==> config.mk <==
export PLATFORM = sky130hd
export DESIGN_NAME = rtc_control
export DESIGN_NICKNAME = d
export VERILOG_FILES = /design/src/pkg/rtc_ctrl_pkg.sv /design/src/rtl/edge_sync.sv /design/src/rtl/trim_counter.sv /design/src/rtl/rtc_control.sv
export SDC_FILE = /design/constraint.sdc
export NUM_CORES = 1
export LEC_CHECK = 0
export BUFFER_PORTS_ARGS = -buffer_cell sky130_fd_sc_hd__buf_2
export CAP_MARGIN = 30
export CORE_MARGIN = 2
export CORE_UTILIZATION = 45
export CTS_CLUSTER_DIAMETER = 40
export DETAILED_ROUTE_END_ITERATION = 10
export GPL_TIMING_DRIVEN = 0
export PLACE_DENSITY = 0.74
export SLEW_MARGIN = 20
export SYNTH_ARGS = -nofsm -noshare
export SYNTH_HDL_FRONTEND = slang
export SYNTH_HIERARCHICAL = 1
export SYNTH_SLANG_ARGS = --single-unit
==> constraint.sdc <==
create_clock -name clock -period 3.2 [get_ports clock]
set_input_delay 0.8 -clock clock [delete_from_list [all_inputs] [get_ports clock]]
set_output_delay 0.8 -clock clock [all_outputs]
set_load 0.02 [all_outputs]
==> src/pkg/rtc_ctrl_pkg.sv <==
// Package: register map, field positions and timing constants of the clock unit control block
package rtc_ctrl_pkg;
  // ****************************************
  // Register map
  // ****************************************
  localparam logic [7:0] off_control = 8'h00;
  localparam logic [7:0] off_time = 8'h04;
  localparam logic [7:0] off_system = 8'h08;
  localparam logic [31:0] control_reset = 32'h0000_0000;

  // ****************************************
  // Control field positions
  // ****************************************
  localparam int trim_lsb = 16;
  localparam int trim_msb = 25;
  localparam int enable_bit = 15;
  localparam int stop_in_idle_bit = 13;
  localparam int output_source_select_bit = 7;
  localparam int timebase_running_status_bit = 6;
  localparam int write_guard_enable_bit = 3;
  localparam int rollover_sync_flag_bit = 2;
  localparam int half_second_flag_bit = 1;
  localparam int output_pin_enable_bit = 0;
  localparam logic [31:0] control_writable = 32'h03ff_a089;

  // ****************************************
  // Time register seconds field and system register
  // ****************************************
  localparam int seconds_lsb = 8;
  localparam int seconds_msb = 14;
  localparam int unlock_bit = 0;
  localparam int idle_bit = 1;

  // ****************************************
  // Time base
  // ****************************************
  localparam int timebase_hz = 32768;
  localparam int pulses_per_half_second = timebase_hz / 2;
  localparam int half_seconds_per_minute = 120;
  localparam int clock_mhz = 100;
  localparam int clock_period_ns = 10;
  localparam int sync_window_half_seconds = 1;
endpackage

==> src/rtl/edge_sync.sv <==
// Three-stage synchroniser for an outside level, with agreement check
`timescale 1ns/100ps
module edge_sync (
  // Clock and reset
  input wire logic clock,
  input wire logic rst,
  // Level in and out
  input wire logic raw,
  output logic level,
  output logic rise
);
  logic stage1;
  logic stage2;
  logic stage3;

  // Only stage2 reads stage1; level changes once stage2 and stage3 agree
  always_ff @(posedge clock) begin
    if (rst) begin
      stage1 <= 1'b0;
      stage2 <= 1'b0;
      stage3 <= 1'b0;
      level <= 1'b0;
      rise <= 1'b0;
    end else begin
      stage1 <= raw;
      stage2 <= stage1;
      stage3 <= stage2;
      rise <= (stage2 == stage3) && stage3 && !level;
      if (stage2 == stage3) begin
        level <= stage3;
      end
    end
  end
endmodule

==> src/rtl/trim_counter.sv <==
// Half-second divider of time-base pulses with once-a-minute signed trim
`timescale 1ns/100ps
module trim_counter #(
  parameter int pulses_per_half = 16384,
  parameter int halves_per_minute = 120
) (
  // Clock and reset
  input wire logic clock,
  input wire logic rst,
  // Control
  input wire logic run,
  input wire logic tick,
  input wire logic [9:0] trim,
  // Events
  output logic half_tick,
  output logic minute_tick,
  output logic half_level
);
  // Refuse lengths that the 17-bit count, the 7-bit half count or the trim range cannot serve
  if (pulses_per_half < 1024 || pulses_per_half > 65535) begin : g_bad_length
    $error("pulses_per_half out of range");
  end
  if (halves_per_minute < 2 || halves_per_minute > 128) begin : g_bad_halves
    $error("halves_per_minute out of range");
  end

  logic [16:0] count;
  logic [6:0] halves;
  logic [16:0] limit;
  logic [16:0] base_limit;
  logic [16:0] trim_ext;
  logic last_half;
  logic wrap;

  // Trim applies to the last half second of each minute only
  assign base_limit = 17'(pulses_per_half - 1);
  assign trim_ext = {{7{trim[9]}}, trim};
  assign last_half = (halves == 7'(halves_per_minute - 1));
  // Positive trim stretches, negative trim shortens the final half second
  assign limit = last_half ? base_limit + trim_ext : base_limit;
  assign wrap = tick && (count >= limit);

  // Pulse counting; disabled unit holds everything at zero
  always_ff @(posedge clock) begin
    if (rst || !run) begin
      count <= '0;
      halves <= '0;
      half_tick <= 1'b0;
      minute_tick <= 1'b0;
      half_level <= 1'b0;
    end else begin
      half_tick <= wrap;
      minute_tick <= wrap && last_half;
      if (wrap) begin
        count <= '0;
        half_level <= !half_level;
        halves <= last_half ? 7'h00 : halves + 7'h01;
      end else if (tick) begin
        count <= count + 17'h00001;
      end
    end
  end
endmodule

==> src/rtl/rtc_control.sv <==
// Control and status register of the clock and calendar unit, on APB
`timescale 1ns/100ps
module rtc_control
  import rtc_ctrl_pkg::*;
#(
  parameter int pulses_per_half = pulses_per_half_second,
  parameter int running_timeout = 8
) (
  // Clock and resets
  input wire logic clock,
  input wire logic rst,
  input wire logic other_reset,
  // APB slave
  input wire logic psel,
  input wire logic penable,
  input wire logic pwrite,
  input wire logic [7:0] paddr,
  input wire logic [31:0] pwdata,
  output logic [31:0] prdata,
  output logic pready,
  output logic pslverr,
  // System inputs
  input wire logic unlock_active,
  input wire logic cpu_idle,
  input wire logic timebase_clk_in,
  input wire logic alarm_pulse,
  // Unit outputs
  output logic unit_pin,
  output logic unit_enable,
  output logic bus_clock_gate
);
  import rtc_ctrl_pkg::*;

  // Timeout must fit the 8-bit idle counter
  if (running_timeout < 2 || running_timeout > 255) begin : g_bad_timeout
    $error("running_timeout out of range");
  end

  // ****************************************
  // Register state
  // ****************************************
  logic [9:0] trim;
  logic enable;
  logic stop_in_idle;
  logic output_source_select;
  logic write_guard_enable;
  logic output_pin_enable;
  logic half_second_flag;
  logic rollover_sync_flag;
  logic timebase_running_status;
  logic [7:0] idle_count;
  logic tb_rise;
  logic half_tick;
  logic half_level;
  logic [31:0] control_view;
  logic [31:0] next_prdata;
  logic access;
  logic wr_control;
  logic wr_time;
  logic wr_seconds;
  logic known_addr;
  logic next_pin;

  // ****************************************
  // Time base input and divider
  // ****************************************
  edge_sync u_sync (
    .clock(clock),
    .rst(rst),
    .raw(timebase_clk_in),
    .level(),
    .rise(tb_rise)
  );

  trim_counter #(
    .pulses_per_half(pulses_per_half),
    .halves_per_minute(half_seconds_per_minute)
  ) u_trim (
    .clock(clock),
    .rst(rst),
    .run(enable),
    .tick(tb_rise),
    .trim(trim),
    .half_tick(half_tick),
    .minute_tick(),
    .half_level(half_level)
  );

  // ****************************************
  // APB decode
  // ****************************************
  assign access = psel && penable;
  assign known_addr = (paddr == off_control) || (paddr == off_time);
  assign wr_control = access && pwrite && (paddr == off_control);
  assign wr_time = access && pwrite && (paddr == off_time);
  // Any write to the time word touches its seconds fields
  assign wr_seconds = wr_time;
  // Read view; unimplemented bits stay zero
  assign control_view = {6'h00, trim, enable, 1'b0, stop_in_idle, 5'h00,
    output_source_select, timebase_running_status, 2'b00, write_guard_enable,
    rollover_sync_flag, half_second_flag, output_pin_enable};
  // Read data is loaded at the setup edge so that it stands in the access cycle
  assign next_prdata = (psel && !penable && !pwrite && paddr == off_control) ?
    control_view : 32'h0;

  // Bus answer registers; zero-wait answer in the access cycle
  always_ff @(posedge clock) begin
    if (rst) begin
      prdata <= 32'h0;
      pready <= 1'b0;
      pslverr <= 1'b0;
    end else begin
      prdata <= next_prdata;
      pready <= psel && !penable && !pready;
      pslverr <= psel && !penable && !known_addr;
    end
  end

  // ****************************************
  // Control register, cleared only by power-on reset
  // ****************************************
  always_ff @(posedge clock) begin
    if (rst) begin
      trim <= control_reset[trim_msb:trim_lsb];
      enable <= 1'b0;
      stop_in_idle <= 1'b0;
      output_source_select <= 1'b0;
      write_guard_enable <= 1'b0;
      output_pin_enable <= 1'b0;
    end else if (wr_control && pready) begin
      trim <= pwdata[trim_msb:trim_lsb];
      stop_in_idle <= pwdata[stop_in_idle_bit];
      output_source_select <= pwdata[output_source_select_bit];
      output_pin_enable <= pwdata[output_pin_enable_bit];
      if (write_guard_enable) begin
        enable <= pwdata[enable_bit];
      end
      write_guard_enable <= pwdata[write_guard_enable_bit] && unlock_active;
    end
  end

  // ****************************************
  // Status flags
  // ****************************************
  always_ff @(posedge clock) begin
    if (rst) begin
      half_second_flag <= 1'b0;
      rollover_sync_flag <= 1'b0;
      timebase_running_status <= 1'b0;
      idle_count <= 8'h00;
    end else begin
      // Hardware toggle wins over the software clear
      if (half_tick) begin
        half_second_flag <= half_level;
      end else if (wr_seconds && pready) begin
        half_second_flag <= 1'b0;
      end
      rollover_sync_flag <= enable && half_level && !half_second_flag;
      // Running while edges keep arriving within the timeout
      if (tb_rise) begin
        idle_count <= 8'h00;
        timebase_running_status <= 1'b1;
      end else if (idle_count == 8'(running_timeout)) begin
        timebase_running_status <= 1'b0;
      end else begin
        idle_count <= idle_count + 8'h01;
      end
    end
  end

  // ****************************************
  // Outputs
  // ****************************************
  assign next_pin = output_pin_enable && enable &&
    (output_source_select ? half_level : alarm_pulse);

  always_ff @(posedge clock) begin
    if (rst) begin
      unit_pin <= 1'b0;
      unit_enable <= 1'b0;
      bus_clock_gate <= 1'b0;
    end else begin
      unit_pin <= next_pin;
      unit_enable <= enable;
      bus_clock_gate <= stop_in_idle && cpu_idle;
    end
  end

  // ****************************************
  // Checks
  // ****************************************
  a_guard_blocks_enable: assert property (@(posedge clock) disable iff (rst)
    (wr_control && pready && !write_guard_enable) |=> $stable(enable))
    else $error("enable changed without write guard");
  a_guard_needs_unlock: assert property (@(posedge clock) disable iff (rst)
    $rose(write_guard_enable) |-> $past(unlock_active))
    else $error("write guard set without unlock");
  a_pin_needs_oe: assert property (@(posedge clock) disable iff (rst)
    !output_pin_enable |=> !unit_pin)
    else $error("pin active without output enable");
  a_pin_source_sel: assert property (@(posedge clock) disable iff (rst)
    (output_pin_enable && enable && !output_source_select) |=> unit_pin == $past(alarm_pulse))
    else $error("pin does not follow alarm pulse");
  a_idle_gate: assert property (@(posedge clock) disable iff (rst)
    (stop_in_idle && cpu_idle) |=> bus_clock_gate)
    else $error("bus clock not gated in idle");
  a_unit_enable: assert property (@(posedge clock) disable iff (rst)
    unit_enable == $past(enable))
    else $error("unit enable does not follow bit");
  a_half_clear: assert property (@(posedge clock) disable iff (rst)
    (wr_seconds && pready && !half_tick) |=> !half_second_flag)
    else $error("half second flag not cleared");
  a_reserved_zero: assert property (@(posedge clock) disable iff (rst)
    (prdata & ~control_writable & 32'hffff_ffb9) == 32'h0)
    else $error("reserved bits read nonzero");
  a_other_reset: assert property (@(posedge clock) disable iff (rst)
    (other_reset && !(wr_control && pready)) |=> $stable(trim))
    else $error("control changed on other reset");
endmodule

# Yosys cells after proc, flatten, opt, wreduce, memory -nomap -nowiden
# Cells that the tools add are included.
[totals]
regBits = 94
wordCells = 80
[classes]
addsub = 4
order_cmp = 1
eq_ne = 4
mux = 7
bitwise_logic = 1
n_reduce_logical = 37
[op_table]
columns = ["cell", "n"]
rows = [
  ["$logic_and A1 B1 Y1", 20],
  ["$add A17 B1 Y17 const B", 1],
  ["$ge A17 B17 Y1", 1],
  ["$mux W17", 1],
  ["$add A15 B10 Y16 const A", 1],
  ["$add A8 B1 Y8 const B", 1],
  ["$eq A8 B3 Y1 const B", 1],
  ["$eq A8 B4 Y1 const B", 1],
  ["$logic_not A1 Y1", 8],
  ["$logic_not A8 Y1", 1],
  ["$add A7 B1 Y7 const B", 1],
  ["$eq A7 B7 Y1 const B", 1],
  ["$mux W7", 1],
  ["$reduce_or A2 Y1", 3],
  ["$mux W1", 5],
  ["$reduce_bool A2 Y1", 2],
  ["$logic_or A1 B1 Y1", 2],
  ["$reduce_and A2 Y1", 1],
  ["$eq A1 B1 Y1", 1],
  ["$not A1 Y1", 1],
]

# Longest topological paths before layout
# Gate-level depths: netlist of run 1.
[logic_depth]
depth_word = 6
depth_mapped = 15

# By module
# Netlist of run 1, hierarchy kept.
[by_module_without_submodules]
columns = ["mod", "instances", "cells_each", "area_each_um2", "seq_area_each_um2"]
rows = [
  ["rtc_control", 1, 195, 1985.7, 980.9],
  ["trim_counter", 1, 206, 1735.4, 540.5],
  ["edge_sync", 1, 12, 157.7, 100.1],
]

# Worst setup path after synthesis of run 1
# Ideal clock, no wire load.
[synth_path]
kind = "reg-to-reg"
start = "reg trim[1]"
end = "reg u_trim.halves[6]"
setup_time_ps = 70
arrival_ps = 2977
required_time_ps = 3130
slack_ps = 153
path_stages_with_launch = 14
n_path_buf = 0
period_less_slack_ps = 3047
path_cell_list = "dfxtp_1 or3_1 nor3_1 nand2b_1 nor4_2 xor2_1 nor2_1 ha_1 and4_1 a21oi_1 a21oi_1 a22oi_2 or4b_2 a21oi_1"
[synth_between]
elab_chain_len = 4
[synth_lines]
columns = ["element", "line", "source"]
rows = [
  ["start, declared", "rtc_control.sv:42", "logic [9:0] trim;"],
  ["start signal, assigned", "rtc_control.sv:124", "trim <= control_reset[trim_msb:trim_lsb];"],
  ["start signal, assigned", "rtc_control.sv:131", "trim <= pwdata[trim_msb:trim_lsb];"],
  ["$add A15 B10 Y16", "trim_counter.sv:40", "assign limit = last_half ? base_limit + trim_ext : base_limit;"],
  ["$mux W17", "trim_counter.sv:40", ""],
  ["$ge A17 B17 Y1", "trim_counter.sv:41", "assign wrap = tick && (count >= limit);"],
  ["$logic_and A1 B1 Y1", "trim_counter.sv:41", ""],
  ["end signal, assigned", "trim_counter.sv:57", "halves <= last_half ? 7'h00 : halves + 7'h01;"],
  ["end, declared", "trim_counter.sv:28", "logic [6:0] halves;"],
]
# No other way between the ends.
# A chain may end at the register's enable or synchronous reset.

# Final worst setup path of run 1
[layout_path]
start = "reg trim[1]"
end = "reg u_trim.half_level"
[layout_between]
elab_chain_len = 4
[layout_lines]
columns = ["element", "line", "source"]
rows = [
  ["$add A15 B10 Y16", "trim_counter.sv:40", ""],
  ["$mux W17", "trim_counter.sv:40", ""],
  ["$ge A17 B17 Y1", "trim_counter.sv:41", ""],
  ["$logic_and A1 B1 Y1", "trim_counter.sv:41", ""],
  ["end signal, assigned", "trim_counter.sv:56", "half_level <= !half_level;"],
  ["end, declared", "trim_counter.sv:17", "output logic half_level"],
]
# No other way between the ends.

==> results of run 1 <==
==> power by group through the flow <==
stage | clock [mW] | sequential, mW | combinational [mW]
6_report | 0.737 | 1.01 | 0.100
5_1_grt | 0.798 | 1.01 | 0.111
4_1_cts | 0.760 | 1.01 | 0.100
3_5_place_dp | 0 | 1.03 | 0.0996
3_3_place_gp | 0 | 1.03 | 0.0973
2_1_floorplan | 0 | 1.03 | 0.0648
==> through the flow <==
| step | std cells | util | instance area, sq um |
|---|---|---|---|
| 6_report | 620 | 0.588 | 4850 |
| 4_1_cts | 613 | 0.566 | 4670 |
| 3_3_place_gp | 583 | 0.521 | 4300 |
| 3_5_place_dp | 583 | 0.521 | 4300 |
| 5_1_grt | 620 | 0.588 | 4850 |
| 2_1_floorplan | 424 | - | 3900 |
==> path summary, 6_finish.rpt <==
check	start	to	slack [ps]	cells after the start
worst max-delay path	trim[1]$_SDFFE_PP0P_	u_trim/half_level$_SDFFE_PP0P_	-200	17
worst max register to register	trim[1]$_SDFFE_PP0P_	u_trim/half_level$_SDFFE_PP0P_	-200	17
worst min-delay path	rollover_sync_flag$_SDFF_PP0_	prdata[2]$_SDFF_PP0_	440	1
worst min register to register	rollover_sync_flag$_SDFF_PP0_	prdata[2]$_SDFF_PP0_	440	1
==> registers in the layout (all words and copies together) (netlist names), 7 cells and up <==
| signal | count |
|---|---|
| u_trim/halves | 7 |
| idle_count | 8 |
| u_trim/count | 17 |
| prdata | 18 |
| trim | 10 |
==> final cells by class <==
cell class / count / area [sq um]
buffer: 26 / 181
fill: 721 / 3400
clock buffer: 10 / 128
tap: 105 / 131
sequential: 80 / 1610
timing repair buffer: 75 / 443
multi-input combinational: 304 / 2240
inverter: 14 / 52.6
clock inverter: 6 / 65.1
==> what timing repair did <==
item,4_1_cts,5_1_grt
buffers inserted,12,7
pin swaps,28,25
endpoints found under the setup margin,26,26
cloned,2,0
gates resized for setup,24,37
==> routing by layer <==
layer / GRT usage / vias to the layer above
met2: 0.299 / 73
met5: 0 / -
met1: 0.229 / 1520
met4: 0.0880 / 0
met3: 0.0481 / 16
li1: - / 1583
==> impl_table.tex, run 1 <==
\begin{tabular}{lr}
\hline
Metric & Value \\
\hline
\multicolumn{2}{l}{\textbf{Run status}} \\
\quad Run status & finished with violations \\
\quad Violations in the final reports & negative setup slack \\
\multicolumn{2}{l}{\textbf{STA}} \\
\quad Final critical path time including I/O delays and setup & 3400 ps \\
\quad Rel. slew slack & 0.647 \\
\quad Max-slew violation count & 0 \\
\quad Smallest hold slack & 435 ps \\
\quad Slew at the pin closest to its max-slew limit & 529 ps \\
\quad Post-layout worst setup margin & -202 ps \\
\quad Unrepaired setup endpoints after global routing & true \\
\quad Total Neg Setup Slack & -1690 ps \\
\quad Post-route clock period utilization & 1.06 \\
\quad F\_max & 294 MHz \\
\quad Setup skew after layout & 14.3 ps \\
\quad Final setup fails & 25 \\
\quad Final hold violations & 0 \\
\multicolumn{2}{l}{\textbf{Global routing}} \\
\quad GR Overflow Total & 0 \\
\quad Antenna violations before repair & 0 \\
\quad Via count of the first global-routing pass & 2936 \\
\quad GRT Util Overall & 0.185 \\
\quad First-pass GRT wire length & 13200 um \\
\quad Largest net degree at the start of global routing & 15 \\
\multicolumn{2}{l}{\textbf{CTS}} \\
\quad Clock input transition at the sequential cells of the worst setup and hold paths & 80 ps \\
\quad Later-pin clock latency in the skew report & 350 ps \\
\quad Buffer cell driving the clock tree root & clkbuf\_8 \\
\quad Clock tree from TritonCTS & built \\
\quad Htree depth & 3 \\
\quad Hold buffers post-CTS & 0 \\
\quad Buffer depth of the longest clock path & 2 \\
\quad Number of CTS-inserted buffers & 9 \\
\quad Number of clock sinks & 80 \\
\multicolumn{2}{l}{\textbf{Route}} \\
\quad DRC violations left & 0 \\
\quad WL per Instance & 14.1 um \\
\quad Per-cell via count in the routed design & 5.15 \\
\quad Top Metal Used & met4 \\
\quad Wire length the detailed router placed on met1 & 3840 um \\
\quad Routed length on met2 & 4290 um \\
\quad Met3 wire len & 394 um \\
\quad Total wirelength of the detailed-routed design & 8740 um \\
\quad Count of nets left with antenna violations after detail routing & 0 \\
\quad DR pass1 iterations & 4 \\
\quad 1st-iter DRT viols & 87 \\
\quad Total via count after detailed routing & 3192 \\
\multicolumn{2}{l}{\textbf{Power}} \\
\quad Fraction of power spent switching nets & 0.234 \\
\quad Power density over the cells & 380 nW/um\^{}2 \\
\quad Net Switching & 0.432 mW \\
\quad Clock share of power & 0.400 \\
\quad Maximum vdd drop & 180 uV \\
\quad Sequential fraction of design power & 0.546 \\
\quad Internal power & 1.41 mW \\
\quad Tot Pwr & 1.84 mW \\
\quad Leakage power figure & 2.02 nW \\
\quad Share of total power in combinational logic & 0.054 \\
\multicolumn{2}{l}{\textbf{Floorplanning}} \\
\quad Core region area & 8260 sq um \\
\quad Vertical die dimension & 96.5 um \\
\quad Die outline area & 9320 sq um \\
\quad Number of top-level pins & 87 \\
\quad Overall die width & 96.5 um \\
\quad Initial core utilization & 0.467 \\
\quad Core Rows & 33 \\
\multicolumn{2}{l}{\textbf{Placed design}} \\
\quad Final estimated routing congestion in global placement & 0.828 \\
\quad Quantity of I/O buffers inserted on ports & 54 \\
\quad Worst-case setup slack after placement & -300 ps \\
\quad Total half-perimeter wirelength after legalization and detailed placement & 5950 um \\
\multicolumn{2}{l}{\textbf{Synthesis}} \\
\quad Synthesized cell area & 3850 sq um \\
\quad Average footprint of a synthesized cell & 9.38 sq um \\
\quad Cells after synthesis & 411 \\
\quad Synthesis Warnings & 6 \\
\multicolumn{2}{l}{\textbf{Setup path}} \\
\quad Largest fanout on the critical path & 5 \\
\quad Total buffers and inverters traversed by the critical path & 4 \\
\quad Slowest Stage Delay on Critical Path & 400 ps \\
\quad Kind of cell with the highest combined delay on the critical path & simple AND/OR/NAND/NOR gates \\
\quad Critical path start-end classification & reg2reg \\
\quad Worst-path cell with the longest stage delay & or3\_4 \\
\quad Critical Path Source Type & register \\
\quad Ordered list of cells on the worst path & or3\_4 > nor3\_4 > nand2b\_1 > nor2\_2 > xor2\_1 > nor2\_1 > ha\_1 > a41o\_1 > a211oi\_2 > buf\_4 > a21oi\_2 > a22oi\_2 > buf\_6 > buf\_6 > buf\_4 > or3\_2 > a21oi\_1 \\
\quad Req. time, crit path & 3490 ps \\
\quad Endpoint type of the worst setup path & register \\
\quad Worst Path Arrival & 3690 ps \\
\multicolumn{2}{l}{\textbf{Final layout}} \\
\quad Number of antenna repair diodes & 0 \\
\quad Commonest cells after routing, fill and taps aside & dfxtp\_1 (75), buf\_2 (54), buf\_4 (32) \\
\quad Layout net count & 581 \\
\quad P\&R area growth vs syn & 25.9\% \\
\quad Share of post-route cells with drive strength above 1 & 0.320 \\
\quad Most common library cell in the layout ignoring fill and taps & dfxtp\_1 \\
\multicolumn{2}{l}{\textbf{Min path}} \\
\quad Class of the most critical hold timing path & reg2reg \\
\multicolumn{2}{l}{\textbf{Job}} \\
\quad Max-capacitance violation count & 0 \\
\hline
\end{tabular}
No activity file was read; power rests on OpenSTA's default activity.
==> inputs of run 2 (changes only) <==
- CTS_BUF_LIST: not set -> sky130_fd_sc_hd__clkbuf_4 sky130_fd_sc_hd__clkbuf_8
- PLACE_DENSITY: 0.74 -> 0.71
- REMOVE_ABC_BUFFERS: not set -> 1
- clock period: 3.2 -> 4 ns (I/O delays scaled with it)
==> impl_table.tex, run 2 (synthesis gave the netlist of run 1 again) <==
\begin{tabular}{lr}
\hline
Metric & Value \\
\hline
\multicolumn{2}{l}{\textbf{Final layout}} \\
\quad Commonest cells after routing, fill and taps aside & dfxtp\_1 (80), buf\_2 (54), nor2\_1 (40) \\
\quad Register area & 1600 sq um (-0.39\%) \\
\quad Most flops, register & prdata \\
\quad Number of antenna repair diodes & 0 (unchanged) \\
\quad P\&R area growth vs syn & 12.6\% \\
\quad Layout net count & 537 (-7.6\%) \\
\quad Combined area of the multi-input logic cells & 2070 sq um (-7.9\%) \\
\quad Registers with the highest flip-flop counts & prdata (18), u\_trim/count (17), trim (10) \\
\quad Flip-flop count of the largest register after layout & 18 (unchanged) \\
\quad Final non-filler cell area & 4340 sq um (-11\%) \\
\quad Total of fill cells in the finished design & 794 (+10\%) \\
\quad Most common library cell in the layout ignoring fill and taps & dfxtp\_1 \\
\quad Share of post-route cells with drive strength above 1 & 0.200 (-0.121) \\
\multicolumn{2}{l}{\textbf{Setup path}} \\
\quad Largest fanout on the critical path & 13 (+8) \\
\quad Worst-path cell with the longest stage delay & a2111o\_1 \\
\quad Req. time, crit path & 4240 ps (+750 ps) \\
\quad Critical path start-end classification & reg2reg \\
\quad Slowest Stage Delay on Critical Path & 460 ps (+60 ps) \\
\quad Endpoint type of the worst setup path & register \\
\quad Critical Path Source Type & register \\
\quad Worst Path Arrival & 3920 ps (+230 ps) \\
\quad Ordered list of cells on the worst path & ha\_1 > and4\_1 > nand3b\_1 > nor2\_1 > o21ai\_0 > ha\_1 > a2111o\_1 > a211oi\_2 > o211ai\_1 > a22oi\_2 > buf\_4 > mux2i\_1 > a21oi\_1 \\
\quad CP most frequent cell & ha\_1 \\
\quad Total buffers and inverters traversed by the critical path & 1 (-3) \\
\quad Kind of cell with the highest combined delay on the critical path & compound AO/OA/AOI/OAI gates \\
\multicolumn{2}{l}{\textbf{CTS}} \\
\quad Clock input transition at the sequential cells of the worst setup and hold paths & 80 ps (about the same) \\
\quad Htree depth & 3 (unchanged) \\
\quad Number of clock sinks & 80 (unchanged) \\
\quad Buffer depth of the longest clock path & 2 (unchanged) \\
\quad Clock tree from TritonCTS & built \\
\quad Hold buffers post-CTS & 0 (unchanged) \\
\quad Later-pin clock latency in the skew report & 350 ps (about the same) \\
\quad Number of CTS-inserted buffers & 9 (unchanged) \\
\quad Buffer cell driving the clock tree root & clkbuf\_8 \\
\multicolumn{2}{l}{\textbf{Placed design}} \\
\quad Worst-case setup slack after placement & 68.8 ps (+369 ps) \\
\quad Final estimated routing congestion in global placement & 0.816 (-1.4\%) \\
\quad Quantity of I/O buffers inserted on ports & 54 (unchanged) \\
\quad Total half-perimeter wirelength after legalization and detailed placement & 5420 um (-9.0\%) \\
\quad Placement-stage cell area & 4140 sq um (-3.9\%) \\
\multicolumn{2}{l}{\textbf{STA}} \\
\quad Unrepaired setup endpoints after global routing & false \\
\quad Max-slew violation count & 0 (unchanged) \\
\quad Post-layout worst setup margin & 315 ps (+517 ps) \\
\quad Post-route clock period utilization & 0.921 (-0.142) \\
\quad F\_max & 271 MHz (-7.7\%) \\
\quad Rel. slew slack & 0.428 (-0.220) \\
\quad Setup skew after layout & 10.0 ps (-4.28 ps) \\
\quad Slew at the pin closest to its max-slew limit & 852 ps (+323 ps) \\
\quad Final hold violations & 0 (unchanged) \\
\quad Smallest hold slack & 447 ps (+11.4 ps) \\
\quad Total Neg Setup Slack & 0 ps (+1690 ps) \\
\quad Final critical path time including I/O delays and setup & 3680 ps (+283 ps) \\
\quad Final setup fails & 0 (-100\%) \\
\multicolumn{2}{l}{\textbf{Power}} \\
\quad Maximum vdd drop & 198 uV (+10\%) \\
\quad Power density over the cells & 329 nW/um\^{}2 (-13\%) \\
\quad Leakage power figure & 1.79 nW (-11\%) \\
\multicolumn{2}{l}{\textbf{Floorplanning}} \\
\quad Overall die width & 96.5 um (unchanged) \\
\quad Core Rows & 33 (unchanged) \\
\quad Die outline area & 9320 sq um (unchanged) \\
\quad Initial core utilization & 0.467 (unchanged) \\
\quad Number of top-level pins & 87 (unchanged) \\
\quad Vertical die dimension & 96.5 um (unchanged) \\
\quad Core region area & 8260 sq um (unchanged) \\
\multicolumn{2}{l}{\textbf{Job}} \\
\quad Max-capacitance violation count & 0 (unchanged) \\
\multicolumn{2}{l}{\textbf{Global routing}} \\
\quad GR Overflow Total & 0 (unchanged) \\
\quad First-pass GRT wire length & 12200 um (-8.1\%) \\
\quad Via count of the first global-routing pass & 2775 (-5.5\%) \\
\quad GRT Util Overall & 0.167 (-0.0181) \\
\quad Largest net degree at the start of global routing & 42 (+27) \\
\quad Antenna violations before repair & 0 (unchanged) \\
\multicolumn{2}{l}{\textbf{Route}} \\
\quad Total via count after detailed routing & 2937 (-8.0\%) \\
\quad 1st-iter DRT viols & 93 (+6.9\%) \\
\quad Count of nets left with antenna violations after detail routing & 0 (unchanged) \\
\quad WL per Instance & 13.1 um (-7.0\%) \\
\quad Per-cell via count in the routed design & 5.10 (-0.96\%) \\
\quad Total wirelength of the detailed-routed design & 7560 um (-14\%) \\
\quad DR pass1 iterations & 4 (unchanged) \\
\quad DRC violations left & 0 (unchanged) \\
\multicolumn{2}{l}{\textbf{Run status}} \\
\quad Run status & finished, final reports clean \\
\multicolumn{2}{l}{\textbf{Min path}} \\
\quad Class of the most critical hold timing path & reg2reg \\
\hline
\end{tabular}
-- run 2: changes by cell type in the layout (fill, tap and decap cells not counted), moves of 3 or more --
cell and delta:
a21oi_1 +6, a21oi_2 -6, buf_4 -30, buf_6 -5
clkbuf_1 -8, dfxtp_1 +5, dfxtp_2 -5, nor2_1 +14
nor2_2 -7, nor2_4 -7, nor3_1 +3, o21ai_0 +4
or4_4 -3
-- run 2: timing repair --
item                                    in CTS  in global routing
setup buffers                                0                  2
endpoints found under the setup margin       0                 26
resized for setup                            0                  0
-- run 2: stage by stage --
step                      utilization  total power, mW  instances
after global routing            0.525             1.48        576
after floorplan                     -            0.863        398
final                           0.525             1.43        576
after global placement          0.499            0.888        557
after detailed placement        0.501            0.891        558
after CTS                       0.523             1.44        574
-- run 2: report_power, final --
part	internal, mW	leakage, nW	switching (mW)
registers	0.801	0.646	0.00669
clock network	0.266	0.0920	0.288
logic	0.0279	1.06	0.0372
-- run 2: layout make-up --
type | count | share of cell area
multi-input combinational | 304 | 0.477
tap | 105 | 0.0303
sequential | 80 | 0.369
clock buffer | 12 | 0.0366
timing repair buffer | 57 | 0.0684
inverter | 14 | 0.0121
clock inverter | 4 | 0.00663
-- run 2: final timing paths --
path / endpoint / start / cells after the start / slack, ps
min reg2reg: pready$_SDFF_PP0_ / pready$_SDFF_PP0_ / 1 / 450
max reg2reg: u_trim/halves[4]$_SDFFE_PP0P_ / u_trim/halves[0]$_SDFFE_PP0P_ / 13 / 320
min: pready$_SDFF_PP0_ / pready$_SDFF_PP0_ / 1 / 450
max: u_trim/halves[4]$_SDFFE_PP0P_ / u_trim/halves[0]$_SDFFE_PP0P_ / 13 / 320
-- run 2: layer usage --
layer,vias to the layer above,track usage,share of wire,routed length [um]
li1,1496,-,-,-
met1,1380,0.198,0.47,3590
met2,59,0.289,0.48,3610
met3,2,0.0535,0.044,331
met4,0,0.0469,0.0040,30
met5,-,0,0,0
